File: src/include/dpq_regs.svh
/*
 * Register offsets, field positions, reset values and command codes of the
 * disk power query and configuration restore block.
 * Assumes a 32-bit classic Wishbone slave with one register to each aligned word.
 */
`ifndef DPQ_REGS_SVH
`define DPQ_REGS_SVH

// Byte offsets of the register words.
`define DPQ_OFF_SUBCMD 8'h00
`define DPQ_OFF_COUNT 8'h04
`define DPQ_OFF_UNIT 8'h08
`define DPQ_OFF_OPCODE 8'h0C
`define DPQ_OFF_FAIL 8'h10
`define DPQ_OFF_STATE 8'h14
`define DPQ_OFF_CTRL 8'h18
`define DPQ_OFF_IDENT 8'h1C
`define DPQ_OFF_OVERLAY 8'h20

// Command codes.
`define DPQ_OP_CARD_CHECK 8'hD1
`define DPQ_OP_PT_FIRST 8'hD2
`define DPQ_OP_PT_LAST 8'hD4
`define DPQ_OP_POWER_QUERY 8'hE5
`define DPQ_OP_OVERLAY 8'hB1

// Overlay subcommands carried in subcommand_select.
`define DPQ_SUB_RESTORE 8'hC0
`define DPQ_SUB_FREEZE 8'hC1
`define DPQ_SUB_IDENTIFY 8'hC2
`define DPQ_SUB_SET 8'hC3

// Result codes of the power query and of the card check.
`define DPQ_RES_STANDBY 8'h00
`define DPQ_RES_IDLE 8'h80
`define DPQ_RES_ACTIVE 8'hFF
`define DPQ_RES_CARD 8'h55

// Field positions.
`define DPQ_ST_BUSY 7
`define DPQ_ST_READY 6
`define DPQ_ST_FAULT 5
`define DPQ_ST_DREQ 3
`define DPQ_ST_ERR 0
`define DPQ_ERR_ABORT 2
`define DPQ_UNIT_DEV 4
`define DPQ_SUB_ENABLE 0
`define DPQ_IDENT_PT 3
`define DPQ_CTRL_PM 0
`define DPQ_CTRL_DCO 1
`define DPQ_CTRL_PT 2
`define DPQ_CTRL_PM_CANNOT 3
`define DPQ_CTRL_SOFT_RESET 7

// Reset values.
`define DPQ_CTRL_RESET 8'h07
`define DPQ_STATE_RESET 8'h40

`endif

File: src/include/dpq_pkg.sv
/*
 * Types of the disk power query and configuration restore block.
 * Assumes nothing beyond a SystemVerilog compiler.
 */
package dpq_pkg;
    // Power mode reported by the drive's power manager.
    typedef enum logic [1:0] {
        DPQ_MODE_STANDBY = 2'h0,
        DPQ_MODE_IDLE = 2'h1,
        DPQ_MODE_ACTIVE = 2'h2,
        DPQ_MODE_ACTIVE_OR_IDLE = 2'h3
    } dpq_pmode_type;

    // Command sequencer states.
    typedef enum logic {
        DPQ_IDLE,
        DPQ_EXEC
    } dpq_state_type;
endpackage : dpq_pkg

File: src/hdl/dpq_sync.sv
/*
 * Three-flop synchroniser for a group of level inputs.
 * Assumes the inputs are slow levels from outside the clock's domain.
 */
`timescale 1ns/100ps
`default_nettype none

module dpq_sync #(
    parameter int WIDTH = 1
) (
    input wire logic clk,
    input wire logic rst,
    input wire logic [WIDTH-1:0] async_in,
    output logic [WIDTH-1:0] sync_out
);
    logic [WIDTH-1:0] stage1_reg;
    logic [WIDTH-1:0] stage2_reg;
    logic [WIDTH-1:0] stage3_reg;

    // Chain of three flops; the first one feeds only the second.
    always_ff @(posedge clk or posedge rst) begin
        if (rst) begin
            stage1_reg <= '0;
            stage2_reg <= '0;
            stage3_reg <= '0;
        end else begin
            stage1_reg <= async_in;
            stage2_reg <= stage1_reg;
            stage3_reg <= stage2_reg;
        end
    end

    // A bit only moves once the second and third flops agree, filtering one-cycle glitches.
    always_ff @(posedge clk or posedge rst) begin
        if (rst) begin
            sync_out <= '0;
        end else begin
            sync_out <= (stage2_reg & ~(stage2_reg ^ stage3_reg)) | (sync_out & (stage2_reg ^ stage3_reg));
        end
    end
endmodule : dpq_sync

`default_nettype wire

File: src/hdl/dpq_core.sv
/*
 * Command interpreter of a disk-style device: media-card type check and
 * pass-through gating, power mode query, configuration overlay dispatch and restore.
 * Assumes a classic Wishbone master on the same clock, and power manager,
 * fault and hardware reset levels that arrive asynchronously on pins.
 */
// Local design decisions: the Wishbone register port and the address map.
`timescale 1ns/100ps
`default_nettype none
`include "dpq_regs.svh"

// Behaviour
// - successful card check with enable sets word87 bit3
// - enabled pass-through commands are accepted and processed
// - disabled enable means D2-D4 are not pass-through
// - opcode E5h is the power mode query
// - query result 00h, 80h or FFh in count
// - query leaves power state and standby timer alone
// - no power management means query aborts
// - normal completion clears busy, fault, request, error; ready
// - error flag follows error bits; fault only on fault
// - device select bit reflects the selected unit
// - B1h dispatches overlay subcommand by subcommand value
// - restore aborts if unsupported, protected area, or frozen
// - successful restore cancels all overlay reductions
// - query may abort when action cannot be done
// - every reset disables pass-through
// - freeze lock survives hardware and software reset
module dpq_core (
    input wire logic clk,
    input wire logic rst,
    input wire logic wb_cyc_i,
    input wire logic wb_stb_i,
    input wire logic wb_we_i,
    input wire logic [7:0] wb_adr_i,
    input wire logic [3:0] wb_sel_i,
    input wire logic [31:0] wb_dat_i,
    output logic wb_ack_o,
    output logic [31:0] wb_dat_o,
    input wire dpq_pkg::dpq_pmode_type power_mode_pin,
    input wire logic device_fault_pin,
    input wire logic hpa_active_pin,
    input wire logic hard_reset_pin,
    output logic pt_enabled_o,
    output logic overlay_reduced_o,
    output logic pt_cmd_pulse_o,
    output logic [7:0] pt_opcode_o
);
    import dpq_pkg::*;

    logic [4:0] pins_sync;
    dpq_pmode_type mode_now;
    logic fault_now;
    logic hpa_now;
    logic hard_reset_now;
    logic [7:0] subcmd_reg;
    logic [7:0] count_reg;
    logic [7:0] unit_reg;
    logic [7:0] opcode_reg;
    logic [7:0] fail_reg;
    logic [7:0] state_reg;
    logic [7:0] ctrl_reg;
    logic freeze_reg;
    logic soft_reset_reg;
    dpq_state_type seq_reg;
    logic bus_req;
    logic wr_fire;
    logic pt_reset;
    logic exec;
    logic abort_next;
    logic load_count;
    logic [7:0] count_next;
    logic pt_en_load;
    logic pt_start;
    logic freeze_set;
    logic reduce_set;
    logic reduce_clr;

    // Mode result of the power query.
    function automatic logic [7:0] mode_result(input dpq_pmode_type mode);
        case (mode)
            DPQ_MODE_STANDBY: mode_result = `DPQ_RES_STANDBY;
            DPQ_MODE_IDLE: mode_result = `DPQ_RES_IDLE;
            default: mode_result = `DPQ_RES_ACTIVE;
        endcase
    endfunction : mode_result

    // Pin levels cross into the clock domain through three flops.
    dpq_sync #(.WIDTH(5)) u_sync (
        .clk(clk),
        .rst(rst),
        .async_in({power_mode_pin, device_fault_pin, hpa_active_pin, hard_reset_pin}),
        .sync_out(pins_sync)
    );

    assign mode_now = dpq_pmode_type'(pins_sync[4:3]);
    assign fault_now = pins_sync[2];
    assign hpa_now = pins_sync[1];
    assign hard_reset_now = pins_sync[0];
    assign bus_req = wb_cyc_i & wb_stb_i;
    assign wr_fire = bus_req & wb_we_i & wb_ack_o & wb_sel_i[0];
    assign exec = (seq_reg == DPQ_EXEC);
    assign pt_reset = hard_reset_now | soft_reset_reg;

    // Ack one cycle after the request; writes land at the acked edge the master samples.
    always_ff @(posedge clk or posedge rst) begin
        if (rst) begin
            wb_ack_o <= 1'b0;
            wb_dat_o <= 32'h0000_0000;
        end else begin
            wb_ack_o <= bus_req & ~wb_ack_o;
            case (wb_adr_i)
                `DPQ_OFF_COUNT: wb_dat_o <= {24'h00_0000, count_reg};
                `DPQ_OFF_UNIT: wb_dat_o <= {24'h00_0000, unit_reg};
                `DPQ_OFF_FAIL: wb_dat_o <= {24'h00_0000, fail_reg};
                `DPQ_OFF_STATE: wb_dat_o <= {24'h00_0000, state_reg};
                `DPQ_OFF_CTRL: wb_dat_o <= {24'h00_0000, ctrl_reg};
                `DPQ_OFF_IDENT: wb_dat_o <= {28'h000_0000, pt_enabled_o, 3'h0};
                `DPQ_OFF_OVERLAY: wb_dat_o <= {30'h0, overlay_reduced_o, freeze_reg};
                default: wb_dat_o <= 32'h0000_0000;
            endcase
        end
    end

    // Host-written parameter registers; a command in flight freezes them.
    always_ff @(posedge clk or posedge rst) begin
        if (rst) begin
            subcmd_reg <= 8'h00;
            unit_reg <= 8'h00;
            ctrl_reg <= `DPQ_CTRL_RESET;
        end else if (wr_fire && !state_reg[`DPQ_ST_BUSY]) begin
            if (wb_adr_i == `DPQ_OFF_SUBCMD) begin
                subcmd_reg <= wb_dat_i[7:0];
            end
            if (wb_adr_i == `DPQ_OFF_UNIT) begin
                unit_reg <= wb_dat_i[7:0];
            end
            if (wb_adr_i == `DPQ_OFF_CTRL) begin
                ctrl_reg <= {1'b0, wb_dat_i[6:0]};
            end
        end
    end

    // Software reset is a write-one pulse, kept one cycle wide.
    always_ff @(posedge clk or posedge rst) begin
        if (rst) begin
            soft_reset_reg <= 1'b0;
        end else begin
            soft_reset_reg <= wr_fire && (wb_adr_i == `DPQ_OFF_CTRL) && wb_dat_i[`DPQ_CTRL_SOFT_RESET];
        end
    end

    // Opcode write starts a one-cycle execution; writes while busy are ignored.
    always_ff @(posedge clk or posedge rst) begin
        if (rst) begin
            seq_reg <= DPQ_IDLE;
            opcode_reg <= 8'h00;
        end else begin
            case (seq_reg)
                DPQ_IDLE: begin
                    if (wr_fire && wb_adr_i == `DPQ_OFF_OPCODE) begin
                        opcode_reg <= wb_dat_i[7:0];
                        seq_reg <= DPQ_EXEC;
                    end
                end
                DPQ_EXEC: seq_reg <= DPQ_IDLE;
                default: seq_reg <= DPQ_IDLE;
            endcase
        end
    end

    // Decode the command; a device fault turns any outcome into an abort.
    always_comb begin
        abort_next = 1'b0;
        load_count = 1'b0;
        count_next = 8'h00;
        pt_en_load = 1'b0;
        pt_start = 1'b0;
        freeze_set = 1'b0;
        reduce_set = 1'b0;
        reduce_clr = 1'b0;
        if (opcode_reg == `DPQ_OP_CARD_CHECK) begin
            if (!ctrl_reg[`DPQ_CTRL_PT]) begin
                abort_next = 1'b1;
            end else begin
                load_count = 1'b1;
                count_next = `DPQ_RES_CARD;
                pt_en_load = 1'b1;
            end
        end else if (opcode_reg >= `DPQ_OP_PT_FIRST && opcode_reg <= `DPQ_OP_PT_LAST) begin
            if (ctrl_reg[`DPQ_CTRL_PT] && pt_enabled_o) begin
                pt_start = 1'b1;
            end else begin
                abort_next = 1'b1;
            end
        end else if (opcode_reg == `DPQ_OP_POWER_QUERY) begin
            if (!ctrl_reg[`DPQ_CTRL_PM] || ctrl_reg[`DPQ_CTRL_PM_CANNOT]) begin
                abort_next = 1'b1;
            end else begin
                load_count = 1'b1;
                count_next = mode_result(mode_now);
            end
        end else if (opcode_reg == `DPQ_OP_OVERLAY) begin
            if (!ctrl_reg[`DPQ_CTRL_DCO]) begin
                abort_next = 1'b1;
            end else begin
                case (subcmd_reg)
                    `DPQ_SUB_RESTORE: begin
                        abort_next = hpa_now | freeze_reg;
                        reduce_clr = ~(hpa_now | freeze_reg);
                    end
                    `DPQ_SUB_FREEZE: begin
                        abort_next = freeze_reg;
                        freeze_set = ~freeze_reg;
                    end
                    `DPQ_SUB_IDENTIFY: abort_next = freeze_reg;
                    `DPQ_SUB_SET: begin
                        abort_next = freeze_reg;
                        reduce_set = ~freeze_reg;
                    end
                    default: abort_next = 1'b1;
                endcase
            end
        end else begin
            abort_next = 1'b1;
        end
        if (fault_now) begin
            abort_next = 1'b1;
            load_count = 1'b0;
            pt_en_load = 1'b0;
            pt_start = 1'b0;
            freeze_set = 1'b0;
            reduce_set = 1'b0;
            reduce_clr = 1'b0;
        end
    end

    // Completion: status, error cause and result count.
    always_ff @(posedge clk or posedge rst) begin
        if (rst) begin
            state_reg <= `DPQ_STATE_RESET;
            fail_reg <= 8'h00;
            count_reg <= 8'h00;
        end else if (wr_fire && wb_adr_i == `DPQ_OFF_OPCODE && !exec) begin
            state_reg <= 8'h80;
        end else if (exec) begin
            state_reg <= 8'h00;
            state_reg[`DPQ_ST_READY] <= 1'b1;
            state_reg[`DPQ_ST_ERR] <= abort_next;
            state_reg[`DPQ_ST_FAULT] <= abort_next & fault_now;
            fail_reg <= 8'h00;
            fail_reg[`DPQ_ERR_ABORT] <= abort_next;
            if (load_count) begin
                count_reg <= count_next;
            end
        end else if (wr_fire && wb_adr_i == `DPQ_OFF_COUNT) begin
            count_reg <= wb_dat_i[7:0];
        end
    end

    // Pass-through enable; any reset clears it and the reset wins.
    always_ff @(posedge clk or posedge rst) begin
        if (rst) begin
            pt_enabled_o <= 1'b0;
        end else if (pt_reset) begin
            pt_enabled_o <= 1'b0;
        end else if (exec && pt_en_load) begin
            pt_enabled_o <= subcmd_reg[`DPQ_SUB_ENABLE];
        end
    end

    // Pass-through start strobe to the card engine; pass-through opcodes sent while disabled abort and never strobe.
    always_ff @(posedge clk or posedge rst) begin
        if (rst) begin
            pt_cmd_pulse_o <= 1'b0;
            pt_opcode_o <= 8'h00;
        end else begin
            pt_cmd_pulse_o <= exec & pt_start;
            if (exec && pt_start) begin
                pt_opcode_o <= opcode_reg;
            end
        end
    end

    // Overlay state; only power-up clears the freeze, so hard or soft reset never touch it.
    always_ff @(posedge clk or posedge rst) begin
        if (rst) begin
            freeze_reg <= 1'b0;
            overlay_reduced_o <= 1'b0;
        end else if (exec) begin
            if (freeze_set) begin
                freeze_reg <= 1'b1;
            end
            if (reduce_clr) begin
                overlay_reduced_o <= 1'b0;
            end else if (reduce_set) begin
                overlay_reduced_o <= 1'b1;
            end
        end
    end
endmodule : dpq_core

`default_nettype wire

File: config.mk
export PLATFORM = sky130hd
export DESIGN_NAME = dpq_core
export DESIGN_NICKNAME = d
export VERILOG_FILES = /design/src/include/dpq_pkg.sv /design/src/hdl/dpq_sync.sv /design/src/hdl/dpq_core.sv
export VERILOG_INCLUDE_DIRS = /design/src /design/src/include
export SDC_FILE = /design/constraint.sdc
export NUM_CORES = 1
export LEC_CHECK = 0
export BUFFER_PORTS_ARGS = -buffer_cell sky130_fd_sc_hd__buf_2
export CAP_MARGIN = 20
export CORE_MARGIN = 3
export CORE_UTILIZATION = 40
export DETAILED_ROUTE_END_ITERATION = 8
export PLACE_DENSITY = 0.72
export SLEW_MARGIN = 20
export SYNTH_ARGS = -nofsm -noshare
export SYNTH_HDL_FRONTEND = slang
export SYNTH_HIERARCHICAL = 1
export SYNTH_SLANG_ARGS = --single-unit
File: constraint.sdc
create_clock -name clk -period 1.9 [get_ports clk]
set_input_delay 0.095 -clock clk [delete_from_list [all_inputs] [get_ports clk]]
set_output_delay 0.095 -clock clk [all_outputs]
set_load 0.1 [all_outputs]
== Word level (Yosys, flattened, before mapping) ==
Cells that the tools add are included.

* Register bits: 115
* Word-level logic and storage cells: 148

* $lt $le $gt $ge: 2
* Equality and inequality tests: 17
* Muxes and demuxes: 61
* Bitwise gates (word level): 19
* Reductions and logical operators: 29

{| class="wikitable"
|+ Operators with widths
! kind !! number
|-
| two-way mux 8 bit || 9
|-
| equality test 8 bit, second input constant || 7
|-
| case mux 8 bit (7 select lines) || 1
|-
| two-way mux 1 bit || 47
|-
| equality test 8 x 5 -> 1 bit, second input constant || 4
|-
| equality test 8 x 4 -> 1 bit, second input constant || 2
|-
| case mux 8 bit (2 select lines) || 1
|-
| AND reduction 2 bit || 7
|-
| bitwise AND 5 bit || 2
|-
| logical AND 1 bit || 10
|-
| equality test 8 x 3 -> 1 bit, second input constant || 1
|-
| equality test 8 x 6 -> 1 bit, second input constant || 1
|-
| greater-or-equal comparator 8 bit, second input constant || 1
|-
| <= comparator 8 bit, second input constant || 1
|-
| zero test 8 bit || 1
|-
| nonzero test 2 bit || 4
|-
| bitwise AND 1 bit || 7
|-
| two-way mux 7 bit || 1
|-
| NOT 1 bit || 5
|-
| NOT 5 bit || 1
|-
| OR 5 bit || 1
|-
| XOR 5 bit || 1
|-
| case mux 1 bit (2 select lines) || 2
|-
| zero test 1 bit || 3
|-
| 7 further kinds || 8
|}

== Longest topological paths before layout ==
Gate-level depths: netlist (run 1).

* Depth after elaboration: 12
* Mapped depth: 7

== By module ==
The synthesis (run 1) kept the hierarchy.

{| class="wikitable"
|+ By module, submodules not included
! module !! times used !! cells an instance !! area an instance (µm²) !! sequential area each (µm²)
|-
| dpq_core || 1 || 264 || 3,166.8 || 1,681.6
|-
| dpq_sync || 1 || 26 || 560.5 || 500.5
|}

== Least setup slack after synthesis (run 1) ==
No wires, ideal clock.

* Path kind: register to register
* From: register wb_ack_o
* To: register opcode_reg[0]
* Arrival time: 2.292 ns
* Setup slack: -0.517 ns
* Stages on the path, launching flop included: 6
* Buffers on the path: 1
* Period minus slack after synthesis: 2.417 ns
* Cells stage by stage: dfrtp_1 -> nand3_1 -> or2_2 -> clkbuf_1 -> nor4_4 -> mux2_2

* Cells in the longest elaborated chain, start to end: 4

{| class="wikitable"
|+ RTL lines
! element !! line !! RTL
|-
| from (decl) || dpq_core.sv:38 || <nowiki>output logic wb_ack_o,</nowiki>
|-
| from (signal assigned) || dpq_core.sv:111 || <nowiki>wb_ack_o <= bus_req & ~wb_ack_o;</nowiki>
|-
| bitwise AND 1 bit (2 in a row) || dpq_core.sv:101 || <nowiki>assign wr_fire = bus_req & wb_we_i & wb_ack_o & wb_sel_i[0];</nowiki>
|-
| logical AND 1 bit (no source line) || -- ||
|-
| AND reduction 2 bit (no source line) || -- ||
|-
| to (signal assigned) || dpq_core.sv:162 || <nowiki>opcode_reg <= wb_dat_i[7:0];</nowiki>
|-
| to (decl) || dpq_core.sv:59 || <nowiki>logic [7:0] opcode_reg;</nowiki>
|}

No other way between the ends.
A chain may end at the register's enable or synchronous reset.

== Worst setup path in the final report (run 1) ==
* From: register ctrl_reg[1]
* To: register overlay_reduced_o

* Cells in the longest elaborated chain, start to end: 8

{| class="wikitable"
|+ RTL lines
! element !! line !! RTL
|-
| from (decl) || dpq_core.sv:62 || <nowiki>logic [7:0] ctrl_reg;</nowiki>
|-
| from (signal assigned) || dpq_core.sv:130 || <nowiki>ctrl_reg <= `DPQ_CTRL_RESET;</nowiki>
|-
| from (signal assigned) || dpq_core.sv:139 || <nowiki>ctrl_reg <= {1'b0, wb_dat_i[6:0]};</nowiki>
|-
| two-way mux 1 bit || dpq_core.sv:204 || <nowiki>if (!ctrl_reg[`DPQ_CTRL_DCO]) begin</nowiki>
|-
| two-way mux 1 bit || dpq_core.sv:203 || <nowiki>end else if (opcode_reg == `DPQ_OP_OVERLAY) begin</nowiki>
|-
| two-way mux 1 bit || dpq_core.sv:196 || <nowiki>end else if (opcode_reg == `DPQ_OP_POWER_QUERY) begin</nowiki>
|-
| two-way mux 1 bit || dpq_core.sv:190 || <nowiki>end else if (opcode_reg >= `DPQ_OP_PT_FIRST && opcode_reg <= `DPQ_OP_PT_LAST) begin</nowiki>
|-
| two-way mux 1 bit || dpq_core.sv:182 || <nowiki>if (opcode_reg == `DPQ_OP_CARD_CHECK) begin</nowiki>
|-
| two-way mux 1 bit || dpq_core.sv:227 || <nowiki>if (fault_now) begin</nowiki>
|-
| nonzero test 2 bit (no source line) || -- ||
|-
| AND reduction 2 bit (no source line) || -- ||
|-
| to (signal assigned) || dpq_core.sv:289 || <nowiki>overlay_reduced_o <= 1'b0;</nowiki>
|-
| to (signal assigned) || dpq_core.sv:295 || <nowiki>overlay_reduced_o <= 1'b0;</nowiki>
|-
| to (signal assigned) || dpq_core.sv:297 || <nowiki>overlay_reduced_o <= 1'b1;</nowiki>
|-
| to (decl) || dpq_core.sv:45 || <nowiki>output logic overlay_reduced_o,</nowiki>
|}

Several ways; a longest one is shown, not always the timed one.

==> impl_metrics.tcl, run 1 <==
set metrics [dict create \
    avgViaCountPerCell 5.18 \
    synth.most_common_cell "dfrtp_1" \
    core-area_um2 8890 \
    numPortBuffers 46 \
    syn_inst 290 \
    antenna_found_initial 0 \
    fillers 744 \
    dr_total_vias 2526 \
    grt_overflow 0 \
    synth_cell_types 49 \
    first_pass_iters 5 \
    fp.dieH_um 103 \
    place_congestion 0.906 \
    htree_levels 3 \
    fin_ws_ns -0.0480 \
    path_max_fanout 2 \
    dieWidth_um 103 \
    max_slew_margin 0.541 \
    initial_core_util 0.419 \
    ys_seq_area_frac 0.585 \
    synth_top_area_share 0.557 \
    cts_sinks 87 \
    rr_endpoint "overlay_reduced_o" \
    hold_slack_ns 0.0314 \
    synth_area_leader_cell "dfrtp_1" \
    r2r_slack_ns -0.05 \
    hold_class "input pin to register" \
    die_area_um2 10500 \
    cp_data_arrival_time_ns 2.18 \
    finalCriticalPeriod_ns 1.95 \
    cts.reportedPaths.clkPinSlew_ns 0.09 \
    ir_drop_mv 0.425 \
    hp-start "wb_dat_i[7]" \
    cp-start-kind "register" \
    pre_cts_slack_ns -0.0909 \
    clock_path_buffers 2 \
    worstHoldPathCells 2 \
    drt_iter0_markers 144 \
    grt_max_degree 68 \
    grt_pass1_vias 2519 \
    place_inst 461 \
    wl_um 8160 \
    critical_path_class "register to register" \
    hpwl_um 5540 \
    rows 34 \
    cts_root_buf "clkbuf_8" \
    synth_common_cells "dfrtp_1 (83), mux2_2 (34), buf_4 (24)" \
    slowest_delay_ns 0.54 \
    ys_seq_elements 87 \
    final_cells 488 \
    synth_edf_count 0 \
    tightest_slew_ns 0.688 \
    finalNetCount 429 \
    fin_worst_skew_ns 0.0108 \
    drt_drc_violations_left 0 \
    cp.required_ns 2.13 \
    slew_viol_final 0 \
    synth_ff_type "dfrtp_1" \
    cts_inserted_buffers 9 \
    utilization 0.521 \
    crit_slowest_cell "dfstp_2" \
    crit_chain "or4b_4 > nor4_4 > nand3_1 > o31ai_1 > o211ai_1" \
    hold_violations 0 \
    min_to "unit_reg[7]" \
    drv_cap 0 \
    ios 98 \
    clk_latency_ns 0.36 \
    drive_gt1_frac 0.447 \
    dpl-instance-area_um2 4200 \
    detail_route.wl_per_cell_um 16.7 \
    r2r-start "ctrl_reg[1]" \
    clock.fmax_mhz 513 \
    area_growth_pct 24.3 \
    rsz0062_at_grt "yes" \
    grt_pass1_wl_um 12900 \
    n_antenna_cell 0 \
    powerDensity_nw_per_um2 814 \
    p_leak_nw 2.34 \
    synth_top_cells_by_area "dfrtp_1 (56%), mux2_2 (10%), buf_4 (4.8%), mux2_4 (3.2%), dfstp_2 (2.8%)" \
    yosysWarnings 6 \
    syn_avg_cell_area_um2 12.9 \
    synthArstFlopShare 1.00 \
    worstSetupEndpointType "register" \
    synth_area_um2 3730 \
    period_share 1.03 \
    ant_nets 0 \
    violations "negative setup slack" \
    finalInstanceArea_um2 4630 \
    rr_worst_depth 5 \
    status "complete, but fails checks" \
    track_usage 0.165 \
    cts_tree "yes" \
    setup_violations 9 \
]
-- cells by family after synthesis --
group,after synthesis,share of synthesized area
buffers and inverters,42,0.0685
DFF,87,0.585
AOI/OAI and AO/OA,32,0.0641
other,1,0.00101
muxes,45,0.143
and+or+nand+nor,78,0.123
adders and majority gates,5,0.0151
-- layout make-up --
type / count / area, µm² / area share
flip-flops and latches: 87 / 2180 / 0.472
multi-input cells: 184 / 1480 / 0.320
repair buffers: 80 / 543 / 0.117
well taps: 108 / 135 / 0.0292
clock buffers: 11 / 131 / 0.0284
clock inverters: 5 / 106 / 0.0230
inverters: 13 / 48.8 / 0.0105
-- layout by cell type, fill, tap and decap left out, types with 3 or more instances in the layout --
| cell type | count |
|---|---|
| nand2_1 | 15 |
| dlygate4sd3_1 | 8 |
| mux2_4 | 12 |
| dfrtp_1 | 81 |
| nand3_1 | 6 |
| bufinv_16 | 3 |
| nand2_2 | 3 |
| or3_1 | 3 |
| inv_1 | 12 |
| nor4_1 | 3 |
| a222oi_1 | 4 |
| buf_12 | 3 |
| a21o_1 | 3 |
| maj3_2 | 5 |
| buf_4 | 23 |
| or4b_4 | 3 |
| buf_2 | 46 |
| o21ai_0 | 6 |
| nor2b_1 | 3 |
| or2_2 | 3 |
| dfstp_2 | 4 |
| nor3_1 | 5 |
| clkbuf_8 | 9 |
| mux2_2 | 30 |
| nor2_1 | 14 |
| o22ai_1 | 3 |
| conb_1 | 24 |
| mux2i_1 | 3 |
-- repair_timing --
action | CTS | global route
pin swaps | 2 | 11
gates cloned | 0 | 0
setup buffers | 1 | 2
hold buffers | 8 | 0
resized for setup | 5 | 15
hold endpoints to repair | 89 | 0
setup endpoints to repair | 14 | 18
-- worst max-delay path: cells and delay by family (launching register included) --
kind	cells	cell delay, ns
flops	1	0.54
simple gates	3	0.91
compound gates	2	0.38
-- through the flow --
step	total power [mW]	setup TNS, ns
global placement	2.27	-0.234
detailed placement	2.28	-0.455
floorplan	2.24	-2.79
CTS	3.82	-0.407
finish	3.77	-0.261
global route	3.92	-1.30
-- worst max path at each step --
stage,end,cells past startpoint,start,slack (ns)
3_3_place_gp,overlay_reduced_o,5,ctrl_reg[1],-0.04
6_report,overlay_reduced_o,5,ctrl_reg[1],-0.05
3_5_place_dp,overlay_reduced_o,5,ctrl_reg[1],-0.09
4_1_cts,overlay_reduced_o,5,ctrl_reg[1],-0.04
5_1_grt,pt_opcode_o[0],5,opcode_reg[5],-0.12
2_1_floorplan,opcode_reg[0],5,wb_ack_o,-0.13
-- metal layers --
| layer | vias up | global-route usage | routed length (µm) |
|---|---|---|---|
| met1 | 1268 | 0.216 | 3520 |
| met2 | 78 | 0.255 | 4020 |
| met4 | 0 | 0.0878 | 221 |
| met3 | 18 | 0.0379 | 396 |
| met5 | - | 0 | 0 |
| li1 | 1162 | - | - |
-- where the power goes --
| group | internal (mW) | switching [mW] | total [mW] |
|---|---|---|---|
| Clock | 0.876 | 0.640 | 1.52 |
| Sequential | 1.88 | 0.0180 | 1.90 |
| Combinational | 0.0575 | 0.297 | 0.355 |
| Total | 2.81 | 0.955 | 3.77 |
(Power assumes the default switching activity.)
==> run 2: changes to the inputs <==
--- a/config.mk
+++ b/config.mk
@@ -8,6 +8,7 @@
 export LEC_CHECK = 0
 export BUFFER_PORTS_ARGS = -buffer_cell sky130_fd_sc_hd__buf_2
 export CAP_MARGIN = 20
+export CORE_ASPECT_RATIO = 0.7
 export CORE_MARGIN = 3
 export CORE_UTILIZATION = 40
 export DETAILED_ROUTE_END_ITERATION = 8
==> run 2 against run 1 <==
Compared with the run above: the run still ends with negative setup slack left; worst hold slack better by 0.033 ns; clock-buffer cell count unchanged; total power rose by 2.8%; first-iteration DRC count grew 51%; final area increased by 1.1%; global-route usage up 0.84 points; clock skew decreased by 0.0048 ns; clock power up 7%; combinational power grew 1%; routed wire length grew 1.1%; non-clock buffer count is 3 higher; critical path type unchanged.
==> impl_metrics.tcl, run 2 (synthesis results as in run 1) <==
set metrics [dict create \
    hold_class "input pin to register" \
    cts_root_buf "clkbuf_16" \
    swShare 0.268 \
    layout_commonest_cell "dfrtp_1" \
    p_leak_nw 2.39 \
    place_congestion 0.829 \
    grt_overflow 0 \
    fin_worst_skew_ns 0.00598 \
    core-area_um2 8760 \
    r2r_slack_ns -0.06 \
    violations "negative setup slack" \
    final_cell_mix "dfrtp_1 (81), buf_2 (46), mux2_2 (33), buf_4 (26), conb_1 (24)" \
    avgViaCountPerCell 5.01 \
    crit_end "count_reg[2]" \
    cp.required_ns 2.12 \
    rr_endpoint "count_reg[2]" \
    numPortBuffers 46 \
    fin_ws_ns -0.0637 \
    dr_total_vias 2518 \
    r2r-start "opcode_reg[2]" \
    clock_path_buffers 2 \
    cts.reportedPaths.clkPinSlew_ns 0.06 \
    fp.dieH_um 86.8 \
    fillers 786 \
    cts_sinks 87 \
    p_total_mw 3.88 \
    tightest_slew_ns 0.701 \
    utilization 0.535 \
    rows 28 \
    finalNetCount 432 \
    grt_max_degree 34 \
    clock.fmax_mhz 509 \
    wl_um 8250 \
    setup_violations 15 \
    drt_drc_violations_left 0 \
    p_clk_frac 0.417 \
    finalCriticalPeriod_ns 1.96 \
    cp_data_arrival_time_ns 2.19 \
    p_seq_frac 0.491 \
    rr_worst_depth 6 \
    clk_latency_ns 0.34 \
    cts_tree "yes" \
    hpwl_um 6050 \
    ios 98 \
    htree_levels 3 \
    path_max_fanout 6 \
    cts_inserted_buffers 9 \
    status "complete, but fails checks" \
    pwr-share-comb 0.093 \
    powerDensity_nw_per_um2 827 \
    slew_viol_final 0 \
    drt_iter0_markers 217 \
    worstSetupEndpointType "register" \
    max_slew_margin 0.532 \
    ir_drop_mv 0.584 \
    track_usage 0.173 \
    drive_gt1_frac 0.441 \
    dieWidth_um 121 \
    p_sw_mw 1.04 \
    grt_pass1_vias 2621 \
    detail_route.wl_per_cell_um 16.4 \
    initial_core_util 0.426 \
    multi_input_area_um2 1460 \
    cp-start-kind "register" \
    first_pass_iters 4 \
    critPathLaunch "opcode_reg[2]" \
    rsz0062_at_grt "yes" \
    antenna_found_initial 0 \
    n_antenna_cell 0 \
    seqCellArea_um2 2180 \
    period_share 1.03 \
    drv_cap 0 \
    ant_nets 0 \
    critical_path_class "register to register" \
    hold_violations 0 \
    area_growth_pct 25.7 \
    grt_pass1_wl_um 13600 \
    tns_ns -0.438 \
    internal_power_mw 2.84 \
    die_area_um2 10500 \
]
run 2: area by class of cell:
cell class / count / area share
Clock buffer: 11 / 0.0497
Timing Repair Buffer: 83 / 0.121
Multi-Input combinational cell: 184 / 0.312
Tap cell: 120 / 0.0321
Inverter: 13 / 0.0104
Sequential cell: 87 / 0.466
Clock inverter: 5 / 0.00881
run 2: power by group through the flow:
| stage | Combinational (mW) | Sequential (mW) | Clock [mW] |
|---|---|---|---|
| 5_1_grt | 0.383 | 1.90 | 1.77 |
| 6_report | 0.359 | 1.90 | 1.62 |
| 4_1_cts | 0.362 | 1.90 | 1.66 |
| 2_1_floorplan | 0.305 | 1.94 | 0 |
| 3_5_place_dp | 0.348 | 1.94 | 0 |
| 3_3_place_gp | 0.343 | 1.93 | 0 |
run 2: critical path, cell delays in order, from the launching register on:
cell	delay (ns)
dfrtp_1	0.40
or4b_4	0.58
nor2_4	0.13
a21o_1	0.16
a22o_4	0.15
buf_12	0.13
mux2_4	0.29
run 2: per-layer routing:
layer	up-vias	track usage	wire length, µm
met1	1257	0.237	3630
met3	10	0.0646	711
met2	85	0.263	3810
met5	-	0	0
met4	0	0.0448	92
li1	1166	-	-
run 2: through the flow:
stage	instances	hold WS, ns	cell area (µm²)	setup WS [ns]
floorplan	313	0.0588	3840	-0.130
global route	503	0.0630	4680	-0.134
global placement	477	0.119	4240	-0.0734
CTS	503	0.0547	4670	-0.0246
detailed placement	477	0.125	4240	-0.185
finish	503	0.0646	4680	-0.0637
run 2: how the worst min path moves through the flow:
stage,from,to,slack [ns],cells after the start
final,wb_dat_i[4],subcmd_reg[4],0.06,2
after global routing,wb_dat_i[4],subcmd_reg[4],0.06,2
after CTS,wb_dat_i[4],subcmd_reg[4],0.05,2
after detailed placement,rst,opcode_reg[3],0.12,2
after global placement,rst,opcode_reg[2],0.12,2
after floorplan,rst,asynchronous set/reset pin,0.06,1
run 2: timing repair:
item	in CTS	in global routing
hold endpoints to repair	42	0
hold buffers	8	0
pin swaps	7	3
resized for setup	11	2
buffers inserted	2	0
setup endpoints to repair	14	23
